$ cat config.mk
export PLATFORM = sky130hd
export DESIGN_NAME = pcsc_clock_ctrl
export DESIGN_NICKNAME = d
export VERILOG_FILES = /design/src/inc/pcsc_pkg.sv /design/src/core/pcsc_clock_ctrl.sv
export SDC_FILE = /design/constraint.sdc
export NUM_CORES = 1
export LEC_CHECK = 0
export BUFFER_PORTS_ARGS = -buffer_cell sky130_fd_sc_hd__buf_2
export CAP_MARGIN = 20
export CORE_MARGIN = 2
export CORE_UTILIZATION = 54
export DETAILED_ROUTE_END_ITERATION = 8
export HOLD_SLACK_MARGIN = 0.08
export PLACE_DENSITY = 0.92
export SLEW_MARGIN = 20
export SYNTH_ARGS = -nofsm -noshare
export SYNTH_HDL_FRONTEND = slang
export SYNTH_SLANG_ARGS = --single-unit
$ cat constraint.sdc
create_clock -name clk_sys -period 5.9 [get_ports clk_sys]
set_input_delay 0.295 -clock clk_sys [delete_from_list [all_inputs] [get_ports clk_sys]]
set_output_delay 0.295 -clock clk_sys [all_outputs]
set_load 0.02 [all_outputs]
$ cat src/inc/pcsc_pkg.sv
// Package for the clock generation and system control block.
// Assumes a single 10 MHz system clock; all counts are derived here.
package pcsc_pkg;
    // System clock rate
    localparam int unsigned CLK_PERIOD_NS = 100;
    // Post-divider select codes; codes 0 and 1 both give divide by four
    localparam logic [1:0] DIV_SEL_RESET = 2'h0;
    localparam logic [1:0] DIV_SEL_QUARTER = 2'h1;
    localparam logic [1:0] DIV_SEL_HALF = 2'h2;
    localparam logic [1:0] DIV_SEL_ONE = 2'h3;
    // Divider terminal counts (divide ratio minus one)
    localparam logic [1:0] DIV_TERM_QUARTER = 2'h3;
    localparam logic [1:0] DIV_TERM_HALF = 2'h1;
    localparam logic [1:0] DIV_TERM_ONE = 2'h0;
    // Multiplication ratio; zero means bypass
    localparam int unsigned RATIO_W = 4;
    localparam logic [RATIO_W-1:0] RATIO_BYPASS = 4'h0;
    // Lock interval after a ratio change or power-up of the PLL
    localparam int unsigned LOCK_TIME_NS = 50000;
    localparam int unsigned LOCK_CYCLES = (LOCK_TIME_NS + CLK_PERIOD_NS - 1) / CLK_PERIOD_NS;
    // No input clock edge for this long means the oscillator is missing
    localparam int unsigned MISS_TIME_NS = 2000;
    localparam int unsigned MISS_CYCLES = (MISS_TIME_NS + CLK_PERIOD_NS - 1) / CLK_PERIOD_NS;
    // Control-unit clock gates: six pulse-width, six capture, two decoder
    localparam int unsigned CLK_EN_B_W = 14;
    localparam logic [CLK_EN_B_W-1:0] CLK_EN_B_RESET = 14'h0000;
    // System clock gates
    localparam int unsigned CLK_EN_C_W = 4;
    localparam int unsigned CLK_EN_C_XMEM = 0;
    localparam int unsigned CLK_EN_C_TIMER = 1;
    localparam int unsigned CLK_EN_C_DMA = 2;
    localparam int unsigned CLK_EN_C_GPIN = 3;
    localparam logic [CLK_EN_C_W-1:0] CLK_EN_C_RESET = 4'hA;
    // Wake selection covers pins 0 to 31
    localparam int unsigned WAKE_W = 32;
    localparam logic [WAKE_W-1:0] WAKE_SEL_RESET = 32'h00000000;
    // Lock tracker states
    typedef enum logic [1:0] {PCSC_OFF, PCSC_LOCKING, PCSC_LOCKED} pcsc_lock_e;
endpackage

$ cat src/core/pcsc_clock_ctrl.sv
// Clock generation and system control: post-divider, PLL lock tracking,
// missing-oscillator detection, clock gates, wake select and map bit.
// Assumes oscillator pins are asynchronous and software writes arrive as
// one-cycle strobes on clk_sys with data valid in the same cycle.
// Overview of operation
// Post-divider divides PLL output by one, two or four.
// Post-divider select resets to the divide-by-four code.
// Select code zero gives a quarter-rate system clock.
// Lock flag stays low for the lock interval after a ratio write.
// Status shows lock flag and missing-oscillator flag to software.
// Missing oscillator with detection on: limp mode and reset request.
// A control bit powers the PLL off.
// Software bypasses the PLL with ratio zero before powering off.
// Software checks missing-clock status before changing the ratio.
// Software follows the documented ratio change sequence.
// Pulse-width, capture and decoder clocks are individually gated.
// Memory interface, timers, DMA and input logic clocks are gated.
// Low-power control holds a watchdog wake-from-standby bit.
// Wake select register picks pins waking from halt and standby.
// Map bit places pulse-width units legacy (0) or in frame 3 (1).
// Reset clears memory interface gate, sets timer and input gates.
// Divider select changes never produce runt clock pulses.
`timescale 1ns/1ps
`default_nettype none
module pcsc_clock_ctrl #(
    parameter int unsigned LOCK_CYC = pcsc_pkg::LOCK_CYCLES,
    parameter int unsigned MISS_CYC = pcsc_pkg::MISS_CYCLES
) (
    input wire logic clk_sys,
    input wire logic nrst,
    input wire logic crystalInput,
    input wire logic extOscInput,
    input wire logic ratioWr,
    input wire logic [pcsc_pkg::RATIO_W-1:0] ratioIn,
    input wire logic divSelWr,
    input wire logic [1:0] divSelIn,
    input wire logic pllOffIn,
    input wire logic oscDetEnIn,
    input wire logic missClr,
    input wire logic clkEnBWr,
    input wire logic [pcsc_pkg::CLK_EN_B_W-1:0] clkEnBIn,
    input wire logic clkEnCWr,
    input wire logic [pcsc_pkg::CLK_EN_C_W-1:0] clkEnCIn,
    input wire logic lpmWr,
    input wire logic wdWakeIn,
    input wire logic wakeSelWr,
    input wire logic [pcsc_pkg::WAKE_W-1:0] wakeSelIn,
    input wire logic pwmMapWr,
    input wire logic pwmMapIn,
    output logic sysClkEn_q,
    output logic [1:0] post_divider_select_q,
    output logic [pcsc_pkg::RATIO_W-1:0] ratio_q,
    output logic pllLock_q,
    output logic pllOff_q,
    output logic oscMiss_q,
    output logic limpMode_q,
    output logic resetReq_q,
    output logic [pcsc_pkg::CLK_EN_B_W-1:0] clkEnB_q,
    output logic [pcsc_pkg::CLK_EN_C_W-1:0] clkEnC_q,
    output logic wdWake_q,
    output logic [pcsc_pkg::WAKE_W-1:0] wakeSel_q,
    output logic pwmMap_q
);
    // Pin synchronisers; first stage is read only by the second
    logic [1:0] xtalSync1_q, xtalSync1_d;
    logic [1:0] xtalSync2_q, xtalSync2_d;
    logic [1:0] xtalLast_q, xtalLast_d;
    logic [15:0] missCnt_q, missCnt_d;
    logic oscMiss_d, limpMode_d, resetReq_d;
    logic oscEdge;

    // Oscillator watch: any edge on either source restarts the timeout
    always_comb begin
        xtalSync1_d = {extOscInput, crystalInput};
        xtalSync2_d = xtalSync1_q;
        xtalLast_d = xtalSync2_q;
        oscEdge = |(xtalSync2_q ^ xtalLast_q);
        missCnt_d = missCnt_q;
        oscMiss_d = oscMiss_q;
        resetReq_d = 1'b0;
        if (oscEdge || !oscDetEnIn) begin
            missCnt_d = 16'h0000;
        end else if (missCnt_q != MISS_CYC[15:0]) begin
            missCnt_d = missCnt_q + 16'h0001;
        end
        // Set wins over a clear in the same cycle
        if (missClr) begin
            oscMiss_d = 1'b0;
        end
        if (oscDetEnIn && !oscEdge && missCnt_q == MISS_CYC[15:0] - 16'h0001) begin
            oscMiss_d = 1'b1;
            resetReq_d = !oscMiss_q;
        end
        limpMode_d = oscMiss_d;
    end

    always_ff @(posedge clk_sys) begin
        if (!nrst) begin
            xtalSync1_q <= 2'h0;
            xtalSync2_q <= 2'h0;
            xtalLast_q <= 2'h0;
            missCnt_q <= 16'h0000;
            oscMiss_q <= 1'b0;
            limpMode_q <= 1'b0;
            resetReq_q <= 1'b0;
        end else begin
            xtalSync1_q <= xtalSync1_d;
            xtalSync2_q <= xtalSync2_d;
            xtalLast_q <= xtalLast_d;
            missCnt_q <= missCnt_d;
            oscMiss_q <= oscMiss_d;
            limpMode_q <= limpMode_d;
            resetReq_q <= resetReq_d;
        end
    end

    // PLL ratio, power and lock tracking
    pcsc_pkg::pcsc_lock_e lockSt_q, lockSt_d;
    logic [15:0] lockCnt_q, lockCnt_d;
    logic [pcsc_pkg::RATIO_W-1:0] ratio_d;
    logic pllOff_d, pllLock_d;

    // Ratio writes are dropped in limp mode so recovery is not upset
    always_comb begin
        ratio_d = ratio_q;
        pllOff_d = pllOffIn;
        lockSt_d = lockSt_q;
        lockCnt_d = lockCnt_q;
        if (ratioWr && !oscMiss_q) begin
            ratio_d = ratioIn;
        end
        unique case (lockSt_q)
            pcsc_pkg::PCSC_OFF: begin
                if (!pllOff_q) begin
                    lockSt_d = pcsc_pkg::PCSC_LOCKING;
                    lockCnt_d = 16'h0000;
                end
            end
            pcsc_pkg::PCSC_LOCKING: begin
                lockCnt_d = lockCnt_q + 16'h0001;
                if (lockCnt_q == LOCK_CYC[15:0] - 16'h0001) begin
                    lockSt_d = pcsc_pkg::PCSC_LOCKED;
                end
            end
            pcsc_pkg::PCSC_LOCKED: begin
                lockSt_d = pcsc_pkg::PCSC_LOCKED;
            end
        endcase
        // A new ratio restarts the lock interval
        if (ratioWr && !oscMiss_q && lockSt_q != pcsc_pkg::PCSC_OFF) begin
            lockSt_d = pcsc_pkg::PCSC_LOCKING;
            lockCnt_d = 16'h0000;
        end
        if (pllOff_q) begin
            lockSt_d = pcsc_pkg::PCSC_OFF;
        end
        pllLock_d = (lockSt_d == pcsc_pkg::PCSC_LOCKED);
    end

    always_ff @(posedge clk_sys) begin
        if (!nrst) begin
            ratio_q <= pcsc_pkg::RATIO_BYPASS;
            pllOff_q <= 1'b0;
            lockSt_q <= pcsc_pkg::PCSC_LOCKING;
            lockCnt_q <= 16'h0000;
            pllLock_q <= 1'b0;
        end else begin
            ratio_q <= ratio_d;
            pllOff_q <= pllOff_d;
            lockSt_q <= lockSt_d;
            lockCnt_q <= lockCnt_d;
            pllLock_q <= pllLock_d;
        end
    end

    // Post-divider; the new select is taken only at a period boundary
    logic [1:0] divCnt_q, divCnt_d;
    logic [1:0] post_divider_select_d, divTerm;
    logic [1:0] divAct_q, divAct_d;
    logic sysClkEn_d, divWrap;

    // Software select is shown at once; the active select waits for a wrap
    always_comb begin
        post_divider_select_d = post_divider_select_q;
        if (divSelWr) begin
            post_divider_select_d = divSelIn;
        end
        unique case (divAct_q)
            pcsc_pkg::DIV_SEL_ONE: divTerm = pcsc_pkg::DIV_TERM_ONE;
            pcsc_pkg::DIV_SEL_HALF: divTerm = pcsc_pkg::DIV_TERM_HALF;
            default: divTerm = pcsc_pkg::DIV_TERM_QUARTER;
        endcase
        divWrap = (divCnt_q >= divTerm);
        // Counter and pulse always finish the running period first
        divAct_d = divAct_q;
        if (divWrap) begin
            divCnt_d = 2'h0;
            divAct_d = post_divider_select_q;
        end else begin
            divCnt_d = divCnt_q + 2'h1;
        end
        sysClkEn_d = divWrap;
    end

    always_ff @(posedge clk_sys) begin
        if (!nrst) begin
            post_divider_select_q <= pcsc_pkg::DIV_SEL_RESET;
            divAct_q <= pcsc_pkg::DIV_SEL_RESET;
            divCnt_q <= 2'h0;
            sysClkEn_q <= 1'b0;
        end else begin
            post_divider_select_q <= post_divider_select_d;
            divAct_q <= divAct_d;
            divCnt_q <= divCnt_d;
            sysClkEn_q <= sysClkEn_d;
        end
    end

    // Clock gates, low-power and map control bits
    logic [pcsc_pkg::CLK_EN_B_W-1:0] clkEnB_d;
    logic [pcsc_pkg::CLK_EN_C_W-1:0] clkEnC_d;
    logic [pcsc_pkg::WAKE_W-1:0] wakeSel_d;
    logic wdWake_d, pwmMap_d;

    always_comb begin
        clkEnB_d = clkEnBWr ? clkEnBIn : clkEnB_q;
        clkEnC_d = clkEnCWr ? clkEnCIn : clkEnC_q;
        wdWake_d = lpmWr ? wdWakeIn : wdWake_q;
        wakeSel_d = wakeSelWr ? wakeSelIn : wakeSel_q;
        pwmMap_d = pwmMapWr ? pwmMapIn : pwmMap_q;
    end

    always_ff @(posedge clk_sys) begin
        if (!nrst) begin
            clkEnB_q <= pcsc_pkg::CLK_EN_B_RESET;
            clkEnC_q <= pcsc_pkg::CLK_EN_C_RESET;
            wdWake_q <= 1'b0;
            wakeSel_q <= pcsc_pkg::WAKE_SEL_RESET;
            pwmMap_q <= 1'b0;
        end else begin
            clkEnB_q <= clkEnB_d;
            clkEnC_q <= clkEnC_d;
            wdWake_q <= wdWake_d;
            wakeSel_q <= wakeSel_d;
            pwmMap_q <= pwmMap_d;
        end
    end
endmodule
`default_nettype wire

==> impl_metrics.json <==
{
  "reg2reg_slack_ns": 3.66,
  "stdcell_area_um2": 5170,
  "synth_edf_count": 0,
  "die_w_um": 92.7,
  "core_area_um2": 7690,
  "grt_max_degree": 57,
  "wirelength_mm": 9.36,
  "areaGrowthSynthToFinish_pct": 21.7,
  "dpl.hpwl_mm": 6.63,
  "comb_power_share_pct": 11.8,
  "final_nets": 652,
  "vias": 3587,
  "antenna_found_initial": 1,
  "die_h_um": 92.7,
  "cts_root_buf": "clkbuf_8",
  "yosysUniqueCellTypes": 43,
  "cts.path.max_buffers": 2,
  "io_buffers": 135,
  "sw_frac_of_total_pct": 25.5,
  "rows": 32,
  "yosysTopAreaCellShare_pct": 50.4,
  "period_minus_slack_ns": 2.24,
  "ioPinCount": 136,
  "max_stage_delay_ns": 0.53,
  "grt_pass1_vias": 3517,
  "yosys_most_used_dff": "dfxtp_1",
  "worst_pin_slew_ns": 0.909,
  "cts_tree": "built",
  "worst_r2r_startpoint": "lockSt_q[0]",
  "clock-sinks": 107,
  "synth_area_leaders": "dfxtp_1 50%, mux2i_1 13%, nor2_1 7.1%, xnor2_1 3.5%, a21oi_1 2.4%",
  "hold_path_class": "in2reg",
  "synth-async-reset-ratio_pct": 0,
  "synth_nets": 529,
  "setup_ws_ns": 3.66,
  "max-cap-violations": 0,
  "timing_hold_violations_final": 0,
  "syn_area_um2": 4250,
  "setup_viol": 0,
  "first_iter_violations": 122,
  "drtPass1Iterations": 6,
  "wl_per_cell_um": 13.8,
  "r2r_end": "lockCnt_q[14]",
  "ant_nets": 0,
  "ff2ff_path_depth": 6,
  "slew_viol_final": 0,
  "grt_setup_unrepaired": "no",
  "netlist_instances": 449,
  "worstPathCellList": "inv_1 -> ha_1 -> and2_4 -> or3_1 -> or4_1 -> a21oi_1",
  "layout-drive-gt1-share_pct": 27.2,
  "vias_per_cell": 5.28,
  "n_antenna_cell": 0,
  "cts_max_level": 3,
  "fmax_ghz": 0.446,
  "crit_path_top_delay_cell": "or4_1",
  "grt_overflow_total": 0,
  "cts_setup_buffers": 0,
  "path_max_fanout": 10,
  "irDropWorstVdd_mv": 0.199,
  "die_area_um2": 8600,
  "dpl-instance-area_um2": 4950,
  "finalCritPeriodShare_pct": 38.0,
  "cts_resized": 0,
  "ys_seq_area_share_pct": 50.4,
  "p_int_mw": 1.07,
  "place.gp.congestion": 0.865,
  "track_usage_pct": 21.9,
  "p_leak_nw": 2.34,
  "power_density_nw_per_um2": 277,
  "drc": 0,
  "clockPowerShare_pct": 34.3,
  "holdBufCountCts": 0,
  "power_switching_uw": 365,
  "clk_pin_slew_worst_paths_ns": 0.09,
  "endpoint": "lockCnt_q[14]",
  "synth_warnings": 0,
  "cts-buffers-inserted": 9,
  "max-slew-margin-rel_pct": 39.4,
  "avgSynthCellArea_um2": 9.47,
  "grt_pass1_wl_mm": 15.4,
  "end_kind": "flip-flop",
  "yosys.area.top_type": "dfxtp_1",
  "cp.required_ns": 6.19,
  "worstSetupStartpoint": "lockSt_q[0]",
  "pre_cts_ws_ns": 3.70,
  "fill_cells": 613,
  "synth_seq_cells": 107,
  "insertion_delay_ns": 0.36,
  "start_kind": "flip-flop",
  "worst-setup-path-type": "reg2reg",
  "critPathArrivalTime_ns": 2.53,
  "status": "finished clean",
  "start_util_pct": 55.3,
  "fin_skew_ns": 0.00813,
  "final.setup.tns_ns": 0,
  "p_seq_share_pct": 54.0
}
## critical path: cells and delay by family (launching register included)
family                   cells  cell delay, ns
AND/OR/NAND/NOR              3            1.24
adder cells (fa/ha/maj)      1            0.30
AO/OA/AOI/OAI                1            0.15
flip-flops                   1            0.41
buffers and inverters        1            0.08
## kinds of logic (layout without fill, tap and decap cells)
| group | Yosys count | count (layout) | synth area share, % |
|---|---|---|---|
| AO/OA/AOI/OAI | 43 | 43 | 5.86 |
| XOR/XNOR | 19 | 19 | 3.92 |
| adder cells (fa/ha/maj) | 8 | 8 | 2.36 |
| buffers and inverters | 35 | 163 | 3.59 |
| flip-flops | 107 | 107 | 50.4 |
| multiplexers | 57 | 57 | 13.4 |
| AND/OR/NAND/NOR | 180 | 180 | 20.5 |
## Yosys cell counts, types with 3 or more instances
library cell,number
inv_1,10
ha_1,8
clkbuf_1,16
nand4_1,10
a21oi_1,20
and2_1,8
or4_1,5
dfxtp_1,107
o31ai_1,4
xnor2_1,17
nand3_1,10
nor4b_1,3
nand2_1,25
nor3b_1,3
nor3_1,10
mux2i_1,57
buf_1,3
o21ai_0,11
or3_1,6
nor2b_1,3
nor2_1,80
nor4_1,8
## worst min path at each step
stage	startpoint	endpoint	slack, ns	depth (start not counted)
floorplan	xtalSync1_q[0]	xtalLast_d[0]	0.41	1
global placement	xtalSync1_q[1]	xtalLast_d[1]	0.41	1
detailed placement	xtalSync1_q[0]	xtalLast_d[0]	0.42	1
CTS	extOscInput	xtalSync1_q[1]	0.13	2
global route	extOscInput	xtalSync1_q[1]	0.14	2
finish	extOscInput	xtalSync1_q[1]	0.14	2
## power by group through the flow
stage	sequential, mW	combinational (mW)	clock [mW]
after floorplan	0.818	0.0784	0
after global placement	0.788	0.163	0
after detailed placement	0.789	0.169	0
after CTS	0.774	0.170	0.504
after global routing	0.778	0.185	0.530
final	0.774	0.169	0.491
## per-stage QoR
step                hold WS, ns  power, mW  util [%]  instances
detailed placement        0.423      0.959      64.4        663
CTS                       0.126       1.45      67.3        679
finish                    0.138       1.43      67.3        679
global route              0.137       1.49      67.3        679
floorplan                 0.412      0.896         -        449
global placement          0.415      0.950      64.4        663
## area by class of cell
| class | count | area (um2) | share of cell area, % |
|---|---|---|---|
| flip-flops and latches | 107 | 2140 | 41.4 |
| multi-input cells | 307 | 1960 | 37.8 |
| repair buffers | 136 | 683 | 13.2 |
| well taps | 102 | 128 | 2.47 |
| clock buffers | 9 | 124 | 2.39 |
| clock inverters | 7 | 100 | 1.93 |
| inverters | 11 | 41.3 | 0.798 |
## registers in the layout, summed over array words and instances, names as in the netlist, 2 cells and up
register	count
xtalLast_d	2
lockCnt_q	16
post_divider_select_q	2
missCnt_q	16
xtalSync1_q	2
lockSt_q	2
clkEnB_q	14
clkEnC_q	4
ratio_q	4
divAct_q	2
xtalLast_q	2
divCnt_q	2
wakeSel_q	32
## cell usage in the layout (no fill, tap or decap), types with 9 or more instances in the layout
cell,count
mux2i_1,57
nand2_1,25
nor3_1,10
nand3_1,10
nor2_1,80
clkbuf_8,9
a21oi_1,20
nand4_1,10
inv_1,10
o21ai_0,11
xnor2_1,17
dfxtp_1,107
buf_2,135
## routing by layer
metal	vias to the layer above	GRT usage, %	share of wire [%]
li1	1777	-	-
met1	1666	24.3	41
met2	124	39.9	50
met3	18	6.51	6.9
met4	2	7.60	1.7
met5	-	0	0.12
Note: power is estimated with default switching activity, not from simulation.
